File: src/rtc_pkg.sv
// Constants and types shared by the real-time clock and its backup bank
`default_nettype none
package rtc_pkg;
	localparam int unsigned RTC_CNT_W     = 32;
	localparam int unsigned RTC_PRESC_W   = 20;
	localparam int unsigned RTC_BKP_N     = 42;
	localparam int unsigned RTC_BKP_W     = 16;
	localparam int unsigned RTC_BKP_AW    = 6;
	localparam int unsigned RTC_HSE_DIV   = 128;
	localparam int unsigned RTC_HSE_DW    = 7;
	// 512 Hz from 32.768 kHz: toggle every 32 source ticks
	localparam int unsigned RTC_CAL_HALF  = 32;
	localparam int unsigned RTC_CAL_DW    = 5;
	localparam real         RTC_LSE_KHZ   = 32.768;
	localparam real         RTC_CAL_HZ    = 512.0;
	// Reload value: divide by 32768 gives one second from the 32.768 kHz source
	localparam logic [19:0] RTC_PRESC_RST = 20'h0_7FFF;
	localparam logic [31:0] RTC_CNT_RST   = 32'h0000_0000;
	localparam logic [31:0] RTC_CMP_RST   = 32'hFFFF_FFFF;

	typedef enum logic [1:0] {
		RTC_SRC_LSE = 2'b00,
		RTC_SRC_LSI = 2'b01,
		RTC_SRC_HSE = 2'b10
	} rtc_src_e;

	function automatic logic rtc_rise(input logic now, input logic prev);
		return now & ~prev;
	endfunction
endpackage
`default_nettype wire

File: src/rtc_bkp_if.sv
// Interface between the clock core and its backup register bank
`default_nettype none
interface rtc_bkp_if;
	import rtc_pkg::*;
	logic [RTC_BKP_AW-1:0] addr;
	logic [RTC_BKP_W-1:0]  wdata;
	logic                  we;
	logic [RTC_BKP_W-1:0]  rdata;

	modport core (output addr, output wdata, output we, input rdata);
	modport bank (input addr, input wdata, input we, output rdata);
endinterface
`default_nettype wire

File: src/rtc_bkp_bank.sv
// Backup register bank: forty-two 16-bit words, untouched by any reset
`default_nettype none
module rtc_bkp_bank
	import rtc_pkg::*;
#(
	parameter int unsigned NUM_REGS = RTC_BKP_N
) (
	input  wire logic mclk,
	input  wire logic ce,
	rtc_bkp_if.bank   bkp
);
	logic [RTC_BKP_W-1:0] mem [NUM_REGS];
	logic [RTC_BKP_W-1:0] rdata_r;
	logic [RTC_BKP_W-1:0] rdata_nxt;

	always_comb begin
		rdata_nxt = rdata_r;
		if (32'(bkp.addr) < NUM_REGS) begin
			rdata_nxt = mem[bkp.addr];
		end else begin
			rdata_nxt = '0;
		end
	end

	// No reset branch at all, so contents live through every reset [RULE_01] [RULE_02]
	always_ff @(posedge mclk) begin
		if (ce) begin
			rdata_r <= rdata_nxt;
			if (bkp.we && 32'(bkp.addr) < NUM_REGS) begin
				mem[bkp.addr] <= bkp.wdata;
			end
		end
	end

	assign bkp.rdata = rdata_r;
endmodule
`default_nettype wire

File: src/rtc_core.sv
// Real-time clock: source select, prescaler, counter, alarm, calibration out
//
// Notes on behaviour
// [RULE_01] Forty-two 16-bit backup words, 84 bytes.
// [RULE_02] Backup words survive every reset and standby.
// [RULE_03] Counters run always; periodic and alarm interrupts. Here they hold while ce is low or src_sel is 3.
// [RULE_04] Source: external slow, internal RC, fast/128.
// [RULE_05] 512 Hz calibration clock on a pin.
// [RULE_06] Loadable 32-bit counter; alarm on compare equal.
// [RULE_07] 20-bit prescaler, default divide by 32768.
// [RULE_08] Sticky flags set by events, cleared by software.
`default_nettype none
module rtc_core
	import rtc_pkg::*;
#(
	parameter int unsigned PRESC_W = RTC_PRESC_W,
	parameter int unsigned CNT_W   = RTC_CNT_W
) (
	input  wire logic                  mclk,
	input  wire logic                  srst,
	input  wire logic                  ce,
	input  wire logic                  lse_clk,
	input  wire logic                  lsi_clk,
	input  wire logic                  hse_clk,
	input  wire logic [1:0]            src_sel,
	input  wire logic                  presc_we,
	input  wire logic [PRESC_W-1:0]    presc_wdata,
	input  wire logic                  cnt_we,
	input  wire logic [CNT_W-1:0]      cnt_wdata,
	input  wire logic                  cmp_we,
	input  wire logic [CNT_W-1:0]      cmp_wdata,
	input  wire logic                  sec_clr,
	input  wire logic                  alm_clr,
	input  wire logic                  cal_en,
	input  wire logic [RTC_BKP_AW-1:0] bkp_addr,
	input  wire logic [RTC_BKP_W-1:0]  bkp_wdata,
	input  wire logic                  bkp_we,
	output logic [RTC_BKP_W-1:0]       bkp_rdata,
	output logic [CNT_W-1:0]           cnt_value,
	output logic                       sec_flag,
	output logic                       alm_flag,
	output logic                       cal_out
);
	////////////////////////////////////////////////////////////////////////
	// Pin synchronisers: bit 0 lse, bit 1 lsi, bit 2 hse
	logic [2:0] meta_r;
	logic [2:0] sync_r;
	logic [2:0] prev_r;
	logic [2:0] prev_nxt;

	always_comb begin
		prev_nxt = sync_r;
	end

	always_ff @(posedge mclk) begin
		if (srst) begin
			meta_r <= '0;
			sync_r <= '0;
			prev_r <= '0;
		end else if (ce) begin
			meta_r <= {hse_clk, lsi_clk, lse_clk};
			sync_r <= meta_r;
			prev_r <= prev_nxt;
		end
	end

	logic lse_edge;
	logic lsi_edge;
	logic hse_edge;

	assign lse_edge = rtc_rise(sync_r[0], prev_r[0]);
	assign lsi_edge = rtc_rise(sync_r[1], prev_r[1]);
	assign hse_edge = rtc_rise(sync_r[2], prev_r[2]);

	////////////////////////////////////////////////////////////////////////
	// Fast source pre-divider and source selection
	// The fast clock must stay well below mclk/2 to be sampled at all.
	logic [RTC_HSE_DW-1:0] hdiv_r;
	logic [RTC_HSE_DW-1:0] hdiv_nxt;
	logic                  hse_tick;
	logic                  src_tick;

	always_comb begin
		hdiv_nxt = hdiv_r;
		hse_tick = 1'b0;
		if (hse_edge) begin
			hdiv_nxt = hdiv_r + 1'b1;
			hse_tick = (32'(hdiv_r) == RTC_HSE_DIV - 1); // [RULE_04]
		end
	end

	always_comb begin
		case (rtc_src_e'(src_sel)) // [RULE_04]
			RTC_SRC_LSE: src_tick = lse_edge;
			RTC_SRC_LSI: src_tick = lsi_edge;
			RTC_SRC_HSE: src_tick = hse_tick;
			default:     src_tick = 1'b0;
		endcase
	end

	always_ff @(posedge mclk) begin
		if (srst) begin
			hdiv_r <= '0;
		end else if (ce) begin
			hdiv_r <= hdiv_nxt;
		end
	end

	////////////////////////////////////////////////////////////////////////
	// Prescaler: divides by reload plus one
	logic [PRESC_W-1:0] reload_r;
	logic [PRESC_W-1:0] reload_nxt;
	logic [PRESC_W-1:0] pdiv_r;
	logic [PRESC_W-1:0] pdiv_nxt;
	logic               tb_tick;

	always_comb begin
		reload_nxt = presc_we ? presc_wdata : reload_r; // [RULE_07]
		pdiv_nxt   = pdiv_r;
		tb_tick    = 1'b0;
		if (presc_we) begin
			// Restart so the new period takes effect cleanly
			pdiv_nxt = presc_wdata;
		end else if (src_tick) begin
			if (pdiv_r == '0) begin
				pdiv_nxt = reload_r; // [RULE_07]
				tb_tick  = 1'b1;
			end else begin
				pdiv_nxt = pdiv_r - 1'b1;
			end
		end
	end

	always_ff @(posedge mclk) begin
		if (srst) begin
			reload_r <= PRESC_W'(RTC_PRESC_RST);
			pdiv_r   <= PRESC_W'(RTC_PRESC_RST);
		end else if (ce) begin
			reload_r <= reload_nxt;
			pdiv_r   <= pdiv_nxt;
		end
	end

	////////////////////////////////////////////////////////////////////////
	// Counter, compare and alarm detection
	logic [CNT_W-1:0] cnt_r;
	logic [CNT_W-1:0] cnt_nxt;
	logic [CNT_W-1:0] cmp_r;
	logic [CNT_W-1:0] cmp_nxt;
	logic             cnt_chg;
	logic             alm_hit;

	always_comb begin
		cnt_nxt = cnt_r;
		cnt_chg = 1'b0;
		if (cnt_we) begin
			cnt_nxt = cnt_wdata; // [RULE_06]
			cnt_chg = 1'b1;
		end else if (tb_tick) begin
			cnt_nxt = cnt_r + 1'b1; // [RULE_03] [RULE_06]
			cnt_chg = 1'b1;
		end
		cmp_nxt = cmp_we ? cmp_wdata : cmp_r;
		// Fires once as the counter reaches the compare value, not every cycle
		alm_hit = cnt_chg && (cnt_nxt == cmp_nxt); // [RULE_06]
	end

	always_ff @(posedge mclk) begin
		if (srst) begin
			cnt_r <= CNT_W'(RTC_CNT_RST);
			cmp_r <= CNT_W'(RTC_CMP_RST);
		end else if (ce) begin
			cnt_r <= cnt_nxt;
			cmp_r <= cmp_nxt;
		end
	end

	////////////////////////////////////////////////////////////////////////
	// Sticky interrupt flags; an event in the clear cycle wins
	logic sec_r;
	logic sec_nxt;
	logic alm_r;
	logic alm_nxt;

	always_comb begin
		sec_nxt = tb_tick | (sec_r & ~sec_clr); // [RULE_08] [RULE_03]
		alm_nxt = alm_hit | (alm_r & ~alm_clr); // [RULE_08] [RULE_03]
	end

	always_ff @(posedge mclk) begin
		if (srst) begin
			sec_r <= 1'b0;
			alm_r <= 1'b0;
		end else if (ce) begin
			sec_r <= sec_nxt;
			alm_r <= alm_nxt;
		end
	end

	////////////////////////////////////////////////////////////////////////
	// Calibration output: source divided by 64, ahead of the prescaler
	logic [RTC_CAL_DW-1:0] cdiv_r;
	logic [RTC_CAL_DW-1:0] cdiv_nxt;
	logic                  cal_r;
	logic                  cal_nxt;

	always_comb begin
		cdiv_nxt = cdiv_r;
		cal_nxt  = cal_r;
		if (!cal_en) begin
			cdiv_nxt = '0;
			cal_nxt  = 1'b0;
		end else if (src_tick) begin
			cdiv_nxt = cdiv_r + 1'b1;
			if (32'(cdiv_r) == RTC_CAL_HALF - 1) begin
				cal_nxt = ~cal_r; // [RULE_05]
			end
		end
	end

	always_ff @(posedge mclk) begin
		if (srst) begin
			cdiv_r <= '0;
			cal_r  <= 1'b0;
		end else if (ce) begin
			cdiv_r <= cdiv_nxt;
			cal_r  <= cal_nxt;
		end
	end

	////////////////////////////////////////////////////////////////////////
	// Backup bank
	rtc_bkp_if bkp ();

	assign bkp.addr  = bkp_addr;
	assign bkp.wdata = bkp_wdata;
	assign bkp.we    = bkp_we;

	rtc_bkp_bank #(
		.NUM_REGS (RTC_BKP_N)
	) u_bank (
		.mclk (mclk),
		.ce   (ce),
		.bkp  (bkp.bank) // [RULE_01] [RULE_02]
	);

	assign bkp_rdata = bkp.rdata;
	assign cnt_value = cnt_r;
	assign sec_flag  = sec_r;
	assign alm_flag  = alm_r;
	assign cal_out   = cal_r;
endmodule
`default_nettype wire

File: config.mk
export PLATFORM = sky130hd
export DESIGN_NAME = rtc_core
export DESIGN_NICKNAME = d
export VERILOG_FILES = /design/src/rtc_pkg.sv /design/src/rtc_bkp_if.sv /design/src/rtc_bkp_bank.sv /design/src/rtc_core.sv
export SDC_FILE = /design/constraint.sdc
export NUM_CORES = 1
export LEC_CHECK = 0
export BUFFER_PORTS_ARGS = -buffer_cell sky130_fd_sc_hd__buf_2
export CAP_MARGIN = 0
export CELL_PAD_IN_SITES_DETAIL_PLACEMENT = 1
export CELL_PAD_IN_SITES_GLOBAL_PLACEMENT = 1
export CORE_AREA = 2 2 256 308
export CTS_CLUSTER_SIZE = 40
export DETAILED_ROUTE_END_ITERATION = 8
export DIE_AREA = 0 0 258 310
export PLACE_DENSITY_LB_ADDON = 0.15
export SYNTH_ARGS = -nofsm -noshare
export SYNTH_HDL_FRONTEND = slang
export SYNTH_HIERARCHICAL = 1
export SYNTH_SLANG_ARGS = --single-unit
File: constraint.sdc
create_clock -name mclk -period 5.55 [get_ports mclk]
set_input_delay 0.2775 -clock mclk [delete_from_list [all_inputs] [get_ports mclk]]
set_output_delay 0.2775 -clock mclk [all_outputs]
set_load 0.1 [all_outputs]
# ---- After elaboration in Yosys (flattened, before gate mapping)
# Memories as Yosys holds them, arrays and structs flattened. A register that Yosys moved wholly into a read port is not among the register bits.
# Index checks and enable logic that the tools add are counted.
dict set report word_totals {
  ff_bits 128
  ramBits 672
  inputBits 121
  out_inout_bits 51
  elab_cells 70
  mem_count 1
}
dict set report op_classes {
  n_addsub 4
  n_lt_le_gt_ge 1
  n_eq_ne 7
  muxes 21
  bitwise_logic 13
  reduce_logical 11
}
# name depth width rd rd_clocked_by_memory_dff wr line_no
set mem_list {}
lappend mem_list {u_bank.mem 42 16 1 1 1 rtc_bkp_bank.sv:12} ;# logic [RTC_BKP_W-1:0] mem [NUM_REGS];
# cell count
set op_table {}
lappend op_table {{32-bit 2-to-1 mux} 3}
lappend op_table {{20-bit 2-to-1 mux} 3}
lappend op_table {{32-bit by 1-bit adder with 32-bit output, second input constant} 1}
lappend op_table {{32-bit == test} 1}
lappend op_table {{20-bit logical NOT} 1}
lappend op_table {{20-bit by 1-bit subtractor with 20-bit output, second input constant} 1}
lappend op_table {{1-bit 2-to-1 mux} 12}
lappend op_table {{5-bit 2-to-1 mux} 2}
lappend op_table {{2-bit AND reduction} 4}
lappend op_table {{7-bit by 1-bit adder with 7-bit output, second input constant} 1}
lappend op_table {{7-bit == test, second input constant} 1}
lappend op_table {{6-bit < comparator, second input constant} 1}
lappend op_table {{1-bit NOT} 6}
lappend op_table {{5-bit by 1-bit adder with 5-bit output, second input constant} 1}
lappend op_table {{1-bit AND} 5}
lappend op_table {{5-bit == test, second input constant} 1}
lappend op_table {{2-bit by 1-bit inequality test with 1-bit output, second input constant} 2}
lappend op_table {{1-bit case mux with 3 select lines} 1}
lappend op_table {{3-bit AND reduction} 1}
lappend op_table {{2-bit by 1-bit == test with 1-bit output, second input constant} 1}
lappend op_table {{2-bit == test, second input constant} 1}
lappend op_table {{1-bit logical AND} 2}
lappend op_table {{2-bit logical NOT} 1}
lappend op_table {{1-bit bitwise OR} 2}
lappend op_table {{other kinds (2)} 2}

# ---- Depth between registers and ports, before layout
# Gate-level depths: netlist of the first run.
dict set report depth {
  word_depth 11
  ltp_mapped 14
  mapped_depth_nobuf 11
}

# ---- By module
# Netlist of the first run, hierarchy kept.
# mod n_inst cells_per_inst area_per_inst_um2 seq_area_each_um2
set by_module_without_submodules {}
lappend by_module_without_submodules {rtc_bkp_bank 1 1493 26324.0 20659.8}
lappend by_module_without_submodules {rtc_core 1 1006 8010.2 2562.5}

# ---- Worst setup path before layout of the first run
# OpenSTA, ideal clock, no wires.
dict set report synth_timing {
  path_type {reg2reg}
  start {reg cnt_r[11] (netlist: cnt_value[11])}
  end {reg alm_r (netlist: alm_flag)}
  setup_ns 0.084
  arrival_time_ns 3.867
  required_time_ns 5.466
  setup_slack_ns 1.599
  stages_incl_launch_ff 11
  n_path_buf 1
  period_less_slack_ns 3.951
  cell_sequence {dfxtp_1 > clkbuf_1 > nand4_1 > or3_1 > or4_1 > nor3_1 > nor3_1 > o41ai_2 > nand4_1 > or4_1 > o31ai_2}
}
dict set report synth_via {
  elab_chain_cells 6
}
# element line_no
set synth_rtl {}
lappend synth_rtl {{from (decl)} rtc_core.sv:146} ;# logic [CNT_W-1:0] cnt_r;
lappend synth_rtl {{from (signal assigned)} rtc_core.sv:170} ;# cnt_r <= CNT_W'(RTC_CNT_RST);
lappend synth_rtl {{from (signal assigned)} rtc_core.sv:173} ;# cnt_r <= cnt_nxt;
lappend synth_rtl {{32-bit by 1-bit adder with 32-bit output} rtc_core.sv:160} ;# cnt_nxt = cnt_r + 1'b1;
lappend synth_rtl {{32-bit 2-to-1 mux *} rtc_core.sv:159} ;# end else if (tb_tick) begin
lappend synth_rtl {{32-bit 2-to-1 mux *} rtc_core.sv:156} ;# if (cnt_we) begin
lappend synth_rtl {{32-bit == test *} rtc_core.sv:165} ;# alm_hit = cnt_chg && (cnt_nxt == cmp_nxt);
lappend synth_rtl {{1-bit logical AND *} rtc_core.sv:165}
lappend synth_rtl {{1-bit bitwise OR *} rtc_core.sv:187} ;# alm_nxt = alm_hit | (alm_r & ~alm_clr);
lappend synth_rtl {{to (signal assigned)} rtc_core.sv:196} ;# alm_r <= alm_nxt;
lappend synth_rtl {{to (decl)} rtc_core.sv:182} ;# logic alm_r;
# Every way passes the cells marked *; elsewhere a longest branch is shown, timed or not.
# A chain may end at the register's enable or synchronous reset.

# ---- Worst setup path after layout of the first run
dict set report layout_timing {
  start {reg pdiv_r[6]}
  end {reg alm_r (netlist: alm_flag)}
}
dict set report layout_via {
  elab_chain_cells 9
  elab_cells_between_ends 11
  cone_classes {1 x eq/ne; 7 x mux; 1 x bitwise; 2 x reduce/logical}
}
# element line_no
set layout_rtl {}
lappend layout_rtl {{from (decl)} rtc_core.sv:113} ;# logic [PRESC_W-1:0] pdiv_r;
lappend layout_rtl {{from (signal assigned)} rtc_core.sv:137} ;# pdiv_r <= PRESC_W'(RTC_PRESC_RST);
lappend layout_rtl {{from (signal assigned)} rtc_core.sv:140} ;# pdiv_r <= pdiv_nxt;
lappend layout_rtl {{20-bit logical NOT *} rtc_core.sv:125} ;# if (pdiv_r == '0) begin
lappend layout_rtl {{1-bit 2-to-1 mux *} rtc_core.sv:125}
lappend layout_rtl {{1-bit 2-to-1 mux *} rtc_core.sv:124} ;# end else if (src_tick) begin
lappend layout_rtl {{1-bit 2-to-1 mux *} rtc_core.sv:121} ;# if (presc_we) begin
lappend layout_rtl {{32-bit 2-to-1 mux} rtc_core.sv:159}
lappend layout_rtl {{32-bit 2-to-1 mux} rtc_core.sv:156}
lappend layout_rtl {{32-bit == test} rtc_core.sv:165}
lappend layout_rtl {{1-bit logical AND *} rtc_core.sv:165}
lappend layout_rtl {{1-bit bitwise OR *} rtc_core.sv:187}
# Marked as above.

==> results.md, run 1 <==
- The number of top-level design ports is 172.
- Measured in cells, the most critical reg-to-reg path has a length of 9.
- During placement, the flow inserted port buffers numbering 171.
- Setup slack on the worst reg-to-reg path comes out at 1290 ps.
- For the pin with the worst max-slew slack, the measured transition is 1230 ps.
- When the netlist entered floorplanning its net count stood at 2626.
- The number of H-tree levels is 3.
- The post-route worst hold slack is 22.9 ps.
- The number of maximum-capacitance violations is 0.
- In the final routed layout, each cell accounts on average for 27.1 um.
- The number of antenna violations at the first check in global routing is 0.
- The maximum number of buffers from clock root to sink is 3.
- Measured against its own limit, the worst slew margin works out to 18.2%.
- The clock-pin slew reported for the worst setup and hold paths after clock tree synthesis is 60 ps.
- The dominant cell type by area after synthesis is edfxtp_1.
- The hold path startpoint is cmp_wdata[7].
- The CTS tree is yes.
- Setup total negative slack on the finished layout was measured at 0 ps.
- The first global-routing pass estimated 153000 um of wire.
- The worst setup slack after placement is 1320 ps.
- The core region area is 0.0772 mm^2.
- The post-cts resize count is 0.
- The number of nets in the layout is 2827.
- STA classifies the critical path endpoint as a register.
- The total of flip-flops plus latches after synthesis is 816.
- The most numerous cell type found on the critical path is or4_4.
- The count of mapped cells out of synthesis is 2499.
- After synthesis, the share of flip-flops with an asynchronous set or reset is 0%.
- The die outline area is 0.0800 mm^2.
- Across all setup checks in the final design, the least slack found is 1290 ps.
- The height of the die is 310 um.
- The final weighted congestion in routability-driven placement is 0.900.
- The critical path is of the reg2reg type.
- The aggregate global routing overflow is 0.
- After synthesis, the cell types taking the most area are edfxtp_1, dfxtp_1, a22oi_1, mux2_2, mux2i_1.
- The capture endpoint of the worst hold path is cmp_r[7]$_SDFFE_PP1P_.
- In this run the worst hold path is classified as in2reg.
- The clock reaches the later pin of the worst-skew pair after 640 ps.
- The portion of the clock cycle consumed by the worst path in the final layout is 76.7%.
- Buffers inserted during clock tree synthesis total 83.
- The highest attainable clock frequency is 235 MHz.
- The detail route stage leaves a number of antenna-violating nets equal to 0.
- Power spread over the standard cell area amounts to 340 mW/mm^2.
- STA puts the critical path data required time at 6100 ps.
- After detailed routing, the number of remaining DRC violations is 0.
- For this run, the total global-route usage over all layers was measured as 25.5%.
- The routed wire length is 103000 um.
- The tree is rooted in a clkbuf_16.
- The run finished with clean final reports.
- For the final database, setup skew stands at 19.4 ps.
- The data arrival time of the critical path is 4810 ps.
- Overall power consumption after layout is estimated at 13.4 mW.
- The post-synthesis instance area is 0.0343 mm^2.
- The launching element type of the critical path is a register.
- The worst ir drop on vdd is 380 uV.
- The endpoint of the most critical register-to-register path is alm_flag$_SDFFE_PP0P_.
- After detailed placement, the design holds a cell count of 3592.
- The number of clock sinks is 816.
- Summing all placed instances gives a cell area of 0.0363 mm^2.
- The top cell type by area accounts for 60.2% of the synthesized area.
- The critical path starts at pdiv_r[6]$_SDFFE_PP1P_.
- Measured on the finished design, the core utilization comes to 51.1%.
- For this design the static power due to leakage is 13.2 nW.
- Across all layers, the routed design uses 23100 vias.
- Summing the sequential cell areas from Yosys gives 67.6% of the chip area.
- The effective utilization at floorplan is 44.5%.
- The via count of the first global-routing pass came to 24000.
- The largest single stage delay on the critical path is 750 ps.
- The most common flop cell mapped by yosys is edfxtp_1.
- The mean cell area of the mapped netlist is 13.7 um^2.
- The diode insertion count for antenna repair is 0.
- The synthesized design contains 688 enable-type register cells.
- The finished cells cover 0.0395 mm^2.
- The count of endpoints failing hold in the final timing report is 0.
- The row count is 112.
- The largest net degree at the start of global routing is 69.
- The HPWL after detailed placement is 66000 um.
- Subtracting the final worst setup slack from the clock period gives 4260 ps.
- For this design, the slowest cell found on the critical path is a211o_1.
- Traced cell by cell, the critical path runs through or4_4, or4_4, a211o_1, a21oi_1, a31oi_1, a2111oi_0, o2111ai_1, or4_1, o31ai_2.
- Of the cells placed in the final design, the portion with a size suffix greater than 1 is 17.9%.
- The average via count per standard cell is 6.08.
- For this run, the detailed router's first-pass iteration total came to 5.
- Setup violations remaining at the end of the flow were counted as 0.
- Setup repair after global routing left no endpoint under its margin.
- The DRC marker count from the first detailed-route iteration is 1817.
- The growth of design area from synthesis to finish is 14.9%.
- The number of cells traversed by the worst hold path is 3.
- The filler-free cell count of the finished design is 3790.
- Of all nets on the critical path, the largest fanout is 35.
- The Yosys step of the flow raised 6 warnings.
- The number of slew-limit violations in the final report is 0.
- The floorplan die width is 258 um.
- The number of distinct library cell variants in the gate-level netlist after synthesis is 77.
- The origin of the critical flop-to-flop path is pdiv_r[6]$_SDFFE_PP1P_.
==> critical path: cells and delay by family, from the launching register on <==
| kind | cells | cell delay, ps |
|---|---|---|
| DFF | 1 | 360 |
| AOI/OAI and AO/OA | 6 | 2080 |
| and+or+nand+nor | 3 | 1730 |
==> cell usage in the layout (no fill, tap or decap), types with 21 or more instances in the layout <==
cell type      instances
buf_2                166
buf_4                 83
mux2i_1               99
nand4_1               39
nor3_1                21
nand2_1              151
dfxtp_1              128
o22ai_1               25
and3_1                37
mux2_2                90
xnor2_1               43
a211o_1               46
a221oi_1              98
nor2_1               195
clkbuf_16             87
edfxtp_1             688
nand3_1               27
xor2_1                21
dlygate4sd3_1         49
a211oi_1              29
a22oi_1              155
o21ai_0               77
a21oi_1               63
nand2b_1              24
==> cells by family after synthesis <==
kind of cell	synth area share [%]
buffers and inverters	2.52
adder cells (fa/ha/maj)	0.219
AND/OR/NAND/NOR	8.61
flip-flops	67.6
AO/OA/AOI/OAI	13.5
multiplexers	5.88
XOR/XNOR	1.63
==> registers in the layout, indices dropped and copies added (netlist names) <==
| name | flops |
|---|---|
| cal_out | 1 |
| u_bank/bkp.rdata | 16 |
| meta_r | 3 |
| alm_flag | 1 |
| reload_r | 20 |
| hdiv_r | 7 |
| cdiv_r | 5 |
| sec_flag | 1 |
| prev_nxt | 3 |
| u_bank/mem | 672 |
| pdiv_r | 20 |
| prev_r | 3 |
| cmp_r | 32 |
| cnt_value | 32 |
==> cell usage after synthesis (22+ instances only) <==
cell type	count
a211o_1	46
a211oi_1	29
a21oi_1	63
a221oi_1	98
a22oi_1	155
and3_1	37
buf_2	47
clkbuf_1	116
dfxtp_1	128
edfxtp_1	688
mux2_2	90
mux2i_1	99
nand2_1	151
nand2b_1	24
nand3_1	27
nand4_1	39
nor2_1	196
nor3_1	22
o21ai_0	77
o22ai_1	25
xnor2_1	43
==> cell type report <==
type / count / area, um^2
fillers: 7661 / 37800
multi-input cells: 1485 / 10300
repair buffers: 299 / 1960
clock buffers: 105 / 2250
well taps: 1026 / 1280
flip-flops and latches: 816 / 23200
inverters: 15 / 56.3
clock inverters: 44 / 400
==> where the power goes <==
part	total, mW	internal, mW	leakage, nW	switching, mW
logic	1.09	0.331	4.70	0.762
registers	6.78	6.71	7.26	0.0643
clock network	5.54	3.20	1.28	2.34
total	13.4	10.2	13.2	3.17
==> per-layer routing <==
layer	global-route usage [%]	wire length [um]	vias up
met3	3.13	4970	177
met1	31.7	41500	11900
met2	45.5	52400	733
met5	0	0	-
li1	-	-	10300
met4	9.89	3760	0
==> worst max-delay path by stage <==
stage,endpoint,slack [ps],cells after the start
3_5_place_dp,alm_flag$_SDFFE_PP0P_,1320,9
6_report,alm_flag$_SDFFE_PP0P_,1290,9
5_1_grt,alm_flag$_SDFFE_PP0P_,1070,11
2_1_floorplan,alm_flag$_SDFFE_PP0P_,1600,10
3_3_place_gp,alm_flag$_SDFFE_PP0P_,1350,9
4_1_cts,alm_flag$_SDFFE_PP0P_,1310,9
==> timing repair <==
action	CTS	global route
hold buffers	49	0
endpoints found under the hold margin	64	0
buffers inserted	0	0
(Power assumes the default switching activity.)
==> run 2, diff against run 1 <==
==> constraint.sdc (replaced) <==
create_clock -name mclk -period 3.45 [get_ports mclk]
set_input_delay 0.1725 -clock mclk [delete_from_list [all_inputs] [get_ports mclk]]
set_output_delay 0.1725 -clock mclk [all_outputs]
set_load 0.1 [all_outputs]
==> results.md, run 2 (synthesized netlist as in run 1, its figures left out) <==
- The kind of critical path is reg2reg (unchanged).
- The final setup slack of the worst path was -189 ps (was 1290 ps).
- Run status: complete, but fails checks (was finished, final reports clean).
- The worst ir drop on vdd is 435 uV (was 380 uV).
- The launching element type of the critical path is a register (unchanged).
- The largest net degree at the start of global routing is 105 (was 69).
- The routing usage on met2 was 48.1% (was 45.5%).
- The filler-free cell count of the finished design is 3939 (was 3790).
- The number of clock sinks came to 816 (unchanged).
- The growth of design area from synthesis to finish is 19.6% (was 14.9%).
- The via count of the first global-routing pass is 25200 (was 24000).
- The DRC marker count from the first detailed-route iteration is 2033 (was 1817).
- The row count is 112 (unchanged).
- The count of endpoints failing hold in the final timing report is 0 (unchanged).
- The average via count per standard cell is 6.03 (was 6.08).
- The data arrival time of the critical path is 4190 ps (was 4810 ps).
- The final weighted congestion in routability-driven placement came to 0.882 (was 0.900).
- The maximum number of buffers from clock root to sink is 3 (unchanged).
- The count of input and output buffers is 171 (unchanged).
- The worst setup skew after layout came to 17.7 ps (was 19.4 ps).
- The die outline area is 0.0800 mm^2 (unchanged).
- The number of remaining DRC errors is 0 (unchanged).
- The number of top-level design ports is 172 (unchanged).
- The class of the worst hold path is in2reg (unchanged).
- The total power consumption of the routed design is 22.3 mW (was 13.4 mW).
- The required arrival time at the worst endpoint is 4000 ps (was 6100 ps).
- The count of fill cells added during filler insertion is 7566 (was 7661).
- The total power per unit cell area was 542 mW/mm^2 (was 340 mW/mm^2).
- The static leakage is 14.1 nW (was 13.2 nW).
- The global routing usage on met1 is 32.1% (was 31.7%).
- The first-pass GRT wire length is 160000 um (was 153000 um).
- The highest attainable clock frequency came to 275 MHz (was 235 MHz).
- The highest-utilization routing layer at the global route stage is met2 (unchanged).
- The residual antenna-violating net count after detailed routing was 0 (unchanged).
- The aggregate global-route resource usage is 26.6% (was 25.5%).
- The part of the power in combinational logic is 8.5% (was 8.2%).
- The diode insertion count for antenna repair is 0 (unchanged).
- The cell count after placement is 3703 (was 3592).
- The CTS tree is yes (unchanged).
- The portion of the clock cycle consumed by the worst path in the final layout is 105% (was 76.7%).
- The routed wire length per instance was 27.0 um (was 27.1 um).
- The placed wire-length estimate after detailed placement is 69000 um (was 66000 um).
- The flip-flop count of the largest register after layout is 672 (unchanged).
- The cell at the root of the clock tree is clkbuf_16 (unchanged).
- The biggest fanout along the worst timing path is 5 (was 35).
- The count of endpoints failing setup in the final report is 1 (was 0).
- The clock period minus worst slack is 3640 ps (was 4260 ps).
- The post-route worst hold slack came to 46.7 ps (was 22.9 ps).
- The net switching power figure came to 5.22 mW (was 3.17 mW).
- The number of slew-limit violations in the final report is 0 (unchanged).
- The core region area was 0.0772 mm^2 (unchanged).
- The height of the die came to 310 um (unchanged).
- The met3 usage in global routing is 3.59% (was 3.13%).
- The register ranked first by flip-flop count is u_bank/mem (unchanged).
- The internal power contribution is 17.0 mW (was 10.2 mW).
- The final reports fail on negative setup slack.
- The effective utilization at floorplan is 44.5% (unchanged).
- The switching portion of total power is 23.4% (was 23.6%).
- The clock-pin slew reported for the worst setup and hold paths after clock tree synthesis is 60 ps (about the same).
- The number of H-tree levels is 3 (unchanged).
- The transition time of the tightest slew-check pin came to 1140 ps (was 1230 ps).
- The sequential standard cell area was 0.0233 mm^2 (was 0.0232 mm^2).
- The first-pass iteration count of the detailed router is 5 (unchanged).
- The aggregate global routing overflow is 0 (unchanged).
- The share of cells above drive strength 1 is 23.0% (was 17.9%).
- The relative slew slack is 23.7% (was 18.2%).
- Unrepaired setup endpoints after global routing: yes (was no).
- Leading cell types in the layout, fill and taps excluded: edfxtp_1, nor2_1, buf_4 (was edfxtp_1, nor2_1, buf_2).
- The commonest non-fill, non-tap cell in the layout is edfxtp_1 (unchanged).
- The number of vias in the routed layout came to 23800 (was 23100).
- The number of antenna violations at the first check in global routing is 2 (was 0).
- The floorplan die width is 258 um (unchanged).
- The routed wire length came to 106000 um (was 103000 um).
- The clock latency of the later-clocked register in the worst-skew pair was 640 ps (about the same).
- The number of nets in the layout came to 2973 (was 2827).
- The area of the multi-input gates is 0.0104 mm^2 (was 0.0103 mm^2).
- The number of maximum-capacitance violations is 0 (unchanged).
- The number of clock buffers inserted by TritonCTS came to 87 (was 83).
- The worst setup slack after placement is -228 ps (was 1320 ps).
- The part of the total power dissipated in sequential elements is 49.0% (was 50.5%).
- The clock share of power is 42.5% (was 41.3%).
- The kind of end point of the critical path is a register (unchanged).
==> run 2: cell count changes in the layout (fill, tap and decap cells not counted), sizes merged <==
cell         before  now
clkinv           30   31
inv              17   14
bufinv            7   12
clkinvlp          5    9
dlygate4sd3      49   74
buf             250  367
==> run 2: path summary, 6_finish.rpt <==
check                                  from                         to  slack (ps)  depth (start not counted)
setup reg to reg     pdiv_r[6]$_SDFFE_PP1P_      alm_flag$_SDFFE_PP0P_        -190                         10
hold / removal                 cnt_wdata[7]  cnt_value[7]$_SDFFE_PP0P_          50                          4
setup / recovery     pdiv_r[6]$_SDFFE_PP1P_      alm_flag$_SDFFE_PP0P_        -190                         10
hold reg to reg   reload_r[18]$_SDFFE_PP0P_  reload_r[18]$_SDFFE_PP0P_         460                          2
==> run 2: cell type report <==
cell class / instances / area share (%)
Tap cell: 1026 / 3.13
Sequential cell: 816 / 56.6
Multi-Input combinational cell: 1485 / 25.4
Timing Repair Buffer: 441 / 7.74
Inverter: 15 / 0.137
Clock inverter: 51 / 1.40
Clock buffer: 105 / 5.57
==> run 2: power groups by stage <==
| stage | Sequential (mW) | Clock [mW] | Combinational (mW) |
|---|---|---|---|
| 2_1_floorplan | 11.3 | 0 | 0.832 |
| 3_3_place_gp | 11.1 | 0 | 1.77 |
| 3_5_place_dp | 11.1 | 0 | 1.81 |
| 4_1_cts | 10.9 | 9.66 | 1.90 |
| 5_1_grt | 10.9 | 10.0 | 2.03 |
| 6_report | 10.9 | 9.47 | 1.89 |
==> run 2: per-layer routing <==
metal / part of all wire [%] / wire, um / vias up
met5: 0.012 / 13 / -
met3: 4.9 / 5240 / 212
met2: 52 / 55100 / 776
met4: 3.8 / 4060 / 2
li1: - / - / 10500
met1: 39 / 42000 / 12200
==> run 2: worst max-delay path: stages (launching register included) <==
cell and delay, ps:
dfxtp_2 320, or4_4 530, or4_4 590, a2111o_1 450
buf_4 200, o31a_1 290, o31a_1 310, xnor2_1 150
nor4_1 310, nand4_1 160, o31ai_2 240
==> run 2: stage by stage <==
step                      instance area, um^2  setup TNS [ps]  utilization, %
final                                   41100            -189            53.2
after global routing                    41100            -284            53.2
after CTS                               41100            -113            53.2
after detailed placement                37300            -228            48.3
after global placement                  37300            -148            48.3
after floorplan                         34400               0               -
==> run 2: repair_timing <==
| action | CTS | global route |
|---|---|---|
| pin swaps | 20 | 1 |
| hold endpoints to repair | 96 | 0 |
| hold buffers | 74 | 0 |
| resized for setup | 28 | 2 |
| endpoints found under the setup margin | 1 | 2 |
| buffers inserted | 6 | 0 |
==> run 3, diff against run 2 <==
==> constraint.sdc (replaced) <==
create_clock -name mclk -period 4.3 [get_ports mclk]
set_input_delay 0.215 -clock mclk [delete_from_list [all_inputs] [get_ports mclk]]
set_output_delay 0.215 -clock mclk [all_outputs]
set_load 0.1 [all_outputs]
==> results.md, run 3 (synthesized netlist as in run 1, its figures left out) <==
- The number of cells traversed by the worst hold path is 5 (was 4).
- The number of antenna violations at the first check in global routing is 1 (was 2).
- The kind of critical path is reg2reg (unchanged).
- The register ranked first by flip-flop count is u_bank/mem (unchanged).
- The transition time of the tightest slew-check pin is 1320 ps (was 1140 ps).
- The relative slew slack is 12.0% (was 23.7%).
- The data arrival time of the critical path is 4570 ps (was 4190 ps).
- The height of the die came to 310 um (unchanged).
- The diode insertion count for antenna repair is 0 (unchanged).
- The delay of the slowest cell on the worst path is 660 ps (was 590 ps).
- Leading cell types in the layout, fill and taps excluded: edfxtp_1, nor2_1, buf_2 (was edfxtp_1, nor2_1, buf_4).
- Unrepaired setup endpoints after global routing: no (was yes).
- The number of nets in the layout is 2871 (was 2973).
- The count of input and output buffers came to 171 (unchanged).
- The count of fill cells added during filler insertion is 7676 (was 7566).
- The filler-free cell count of the finished design came to 3839 (was 3939).
- The number of slew-limit violations in the final report is 0 (unchanged).
- The number of clock buffers inserted by TritonCTS is 85 (was 87).
- The row count is 112 (unchanged).
- The required arrival time at the worst endpoint is 4840 ps (was 4000 ps).
- The aggregate global routing overflow is 0 (unchanged).
- The number of vias in the routed layout is 23200 (was 23800).
- The number of clock sinks came to 816 (unchanged).
- The portion of the clock cycle consumed by the worst path in the final layout is 93.5% (was 105%).
- The total power per unit cell area was 435 mW/mm^2 (was 542 mW/mm^2).
- The first-pass iteration count of the detailed router is 5 (unchanged).
- The routed wire length came to 104000 um (was 106000 um).
- The aggregate global-route resource usage is 25.9% (was 26.6%).
- The count of endpoints failing hold in the final timing report came to 0 (unchanged).
- The growth of design area from synthesis to finish is 15.9% (was 19.6%).
- The kind of end point of the critical path is a register (unchanged).
- The post-cts resize count was 0 (was 28).
- The biggest fanout along the worst timing path was 13 (was 5).
- The first-pass GRT wire length is 156000 um (was 160000 um).
- The average via count per standard cell is 6.05 (was 6.03).
- The floorplan die width is 258 um (unchanged).
- The DRC marker count from the first detailed-route iteration is 1730 (was 2033).
- The clock-pin slew reported for the worst setup and hold paths after clock tree synthesis is 70 ps (was 60 ps).
- The die outline area came to 0.0800 mm^2 (unchanged).
- The number of buffers added to fix hold violations after cts is 61 (was 74).
- The number of H-tree levels is 3 (unchanged).
- The number of maximum-capacitance violations is 0 (unchanged).
- The effective utilization at floorplan was 44.5% (unchanged).
- The highest attainable clock frequency is 249 MHz (was 275 MHz).
- The number of top-level design ports is 172 (unchanged).
- The post-CTS setup buffer count came to 0 (was 6).
- The routed wire length per instance is 27.2 um (was 27.0 um).
- The number of remaining DRC errors came to 0 (unchanged).
- The commonest non-fill, non-tap cell in the layout is edfxtp_1 (unchanged).
- The clock latency of the later-clocked register in the worst-skew pair is 640 ps (about the same).
- The class of the worst hold path was in2reg (unchanged).
- The CTS tree is yes (unchanged).
- The total negative slack was 0 ps (was -189 ps).
- The flip-flop count of the largest register after layout is 672 (unchanged).
- Ordered cell list for the critical path: or4_4, or4_4, a211oi_2, mux2i_1, xor2_1, a2111oi_0, o2111ai_1, or4_1, o31ai_2 (was or4_4, or4_4, a2111o_1, buf_4, o31a_1, o31a_1, xnor2_1, nor4_1, nand4_1, o31ai_2).
- The cell at the root of the clock tree is clkbuf_16 (unchanged).
- The placed wire-length estimate after detailed placement is 67700 um (was 69000 um).
- The maximum number of buffers from clock root to sink is 3 (unchanged).
- The share of cells above drive strength 1 is 18.8% (was 23.0%).
- The worst ir drop on vdd is 530 uV (was 435 uV).
- The origin of the critical flop-to-flop path was pdiv_r[6]$_SDFFE_PP1P_ (unchanged).
- The static leakage is 13.4 nW (was 14.1 nW).
- The number of cells traversed by the worst register-to-register path came to 9 (was 10).
- The launching element type of the critical path is a register (unchanged).
- The core region area is 0.0772 mm^2 (unchanged).
- The worst setup slack for register-to-register paths was 280 ps (was -190 ps).
- The clock period minus worst slack came to 4020 ps (was 3640 ps).
- The count of endpoints failing setup in the final report is 0 (was 1).
- The worst setup skew after layout came to 22.1 ps (was 17.7 ps).
- The most numerous cell type found on the critical path is or4_4.
- The hold path startpoint is cnt_wdata[2] (was cnt_wdata[7]).
- The cell count after placement is 3622 (was 3703).
- The capture endpoint of the worst hold path is cnt_value[2]$_SDFFE_PP0P_ (was cnt_value[7]$_SDFFE_PP0P_).
- The via count of the first global-routing pass is 24500 (was 25200).
- The slowest cell on the critical path was or4_4 (unchanged).
- Run status: finished, final reports clean (was complete, but fails checks).
- The residual antenna-violating net count after detailed routing was 0 (unchanged).
- The final weighted congestion in routability-driven placement was 0.926 (was 0.882).
- The largest net degree at the start of global routing came to 72 (was 105).
- The endpoint of the most critical register-to-register path is alm_flag$_SDFFE_PP0P_ (unchanged).
[run 3: cell types whose count changed in the layout (fill, tap and decap cells not counted), sizes merged]
cell	before	now
bufinv	12	5
inv	14	17
clkinv	31	36
clkinvlp	9	8
buf	367	280
dlygate4sd3	74	61
[run 3: layer usage]
layer | GRT usage (%) | vias up | share of wire (%)
met5 | 0 | - | 0
met2 | 46.7 | 684 | 52
li1 | - | 10300 | -
met4 | 9.38 | 0 | 3.3
met3 | 3.28 | 178 | 4.6
met1 | 31.9 | 12000 | 40
[run 3: worst max path at each step]
stage,from,to,slack (ps),depth (start not counted)
floorplan,cnt_value[11]$_SDFFE_PP0P_,alm_flag$_SDFFE_PP0P_,350,10
global placement,pdiv_r[6]$_SDFFE_PP1P_,alm_flag$_SDFFE_PP0P_,430,9
detailed placement,pdiv_r[6]$_SDFFE_PP1P_,alm_flag$_SDFFE_PP0P_,310,9
CTS,pdiv_r[6]$_SDFFE_PP1P_,alm_flag$_SDFFE_PP0P_,290,9
global route,pdiv_r[6]$_SDFFE_PP1P_,alm_flag$_SDFFE_PP0P_,40,9
finish,pdiv_r[6]$_SDFFE_PP1P_,alm_flag$_SDFFE_PP0P_,280,9
[run 3: report_power, final]
part	switching [mW]	leakage [nW]	internal (mW)	total (mW)
combinational	0.996	4.90	0.442	1.44
clock	3.09	1.28	4.05	7.13
sequential	0.0812	7.26	8.67	8.75
total	4.16	13.4	13.2	17.3
[run 3: layout make-up]
type	instances	area (um^2)	area share (%)
sequential	816	23200	58.3
timing repair buffer	341	2300	5.78
inverter	15	56.3	0.141
multi-input combinational	1485	10300	25.8
clock inverter	51	408	1.02
clock buffer	105	2260	5.69
tap	1026	1280	3.22
[run 3: worst max-delay path, delay by kind of cell, from the launching register on]
family	cells	cell delay (ps)
AOI/OAI and AO/OA	4	1460
xor gates and xnor gates	1	90
DFF	1	370
muxes	1	280
and+or+nand+nor	3	1710
[run 3: stage by stage]
step,worst slack [ps],cell area (um^2),total power [mW],hold WS [ps],util [%]
floorplan,349,34300,9.77,314,-
global placement,433,36500,10.3,439,47.3
detailed placement,310,36500,10.3,450,47.3
CTS,286,39800,17.5,1.65,51.6
global route,42.1,39800,17.9,42.1,51.6
finish,280,39800,17.3,42.9,51.6
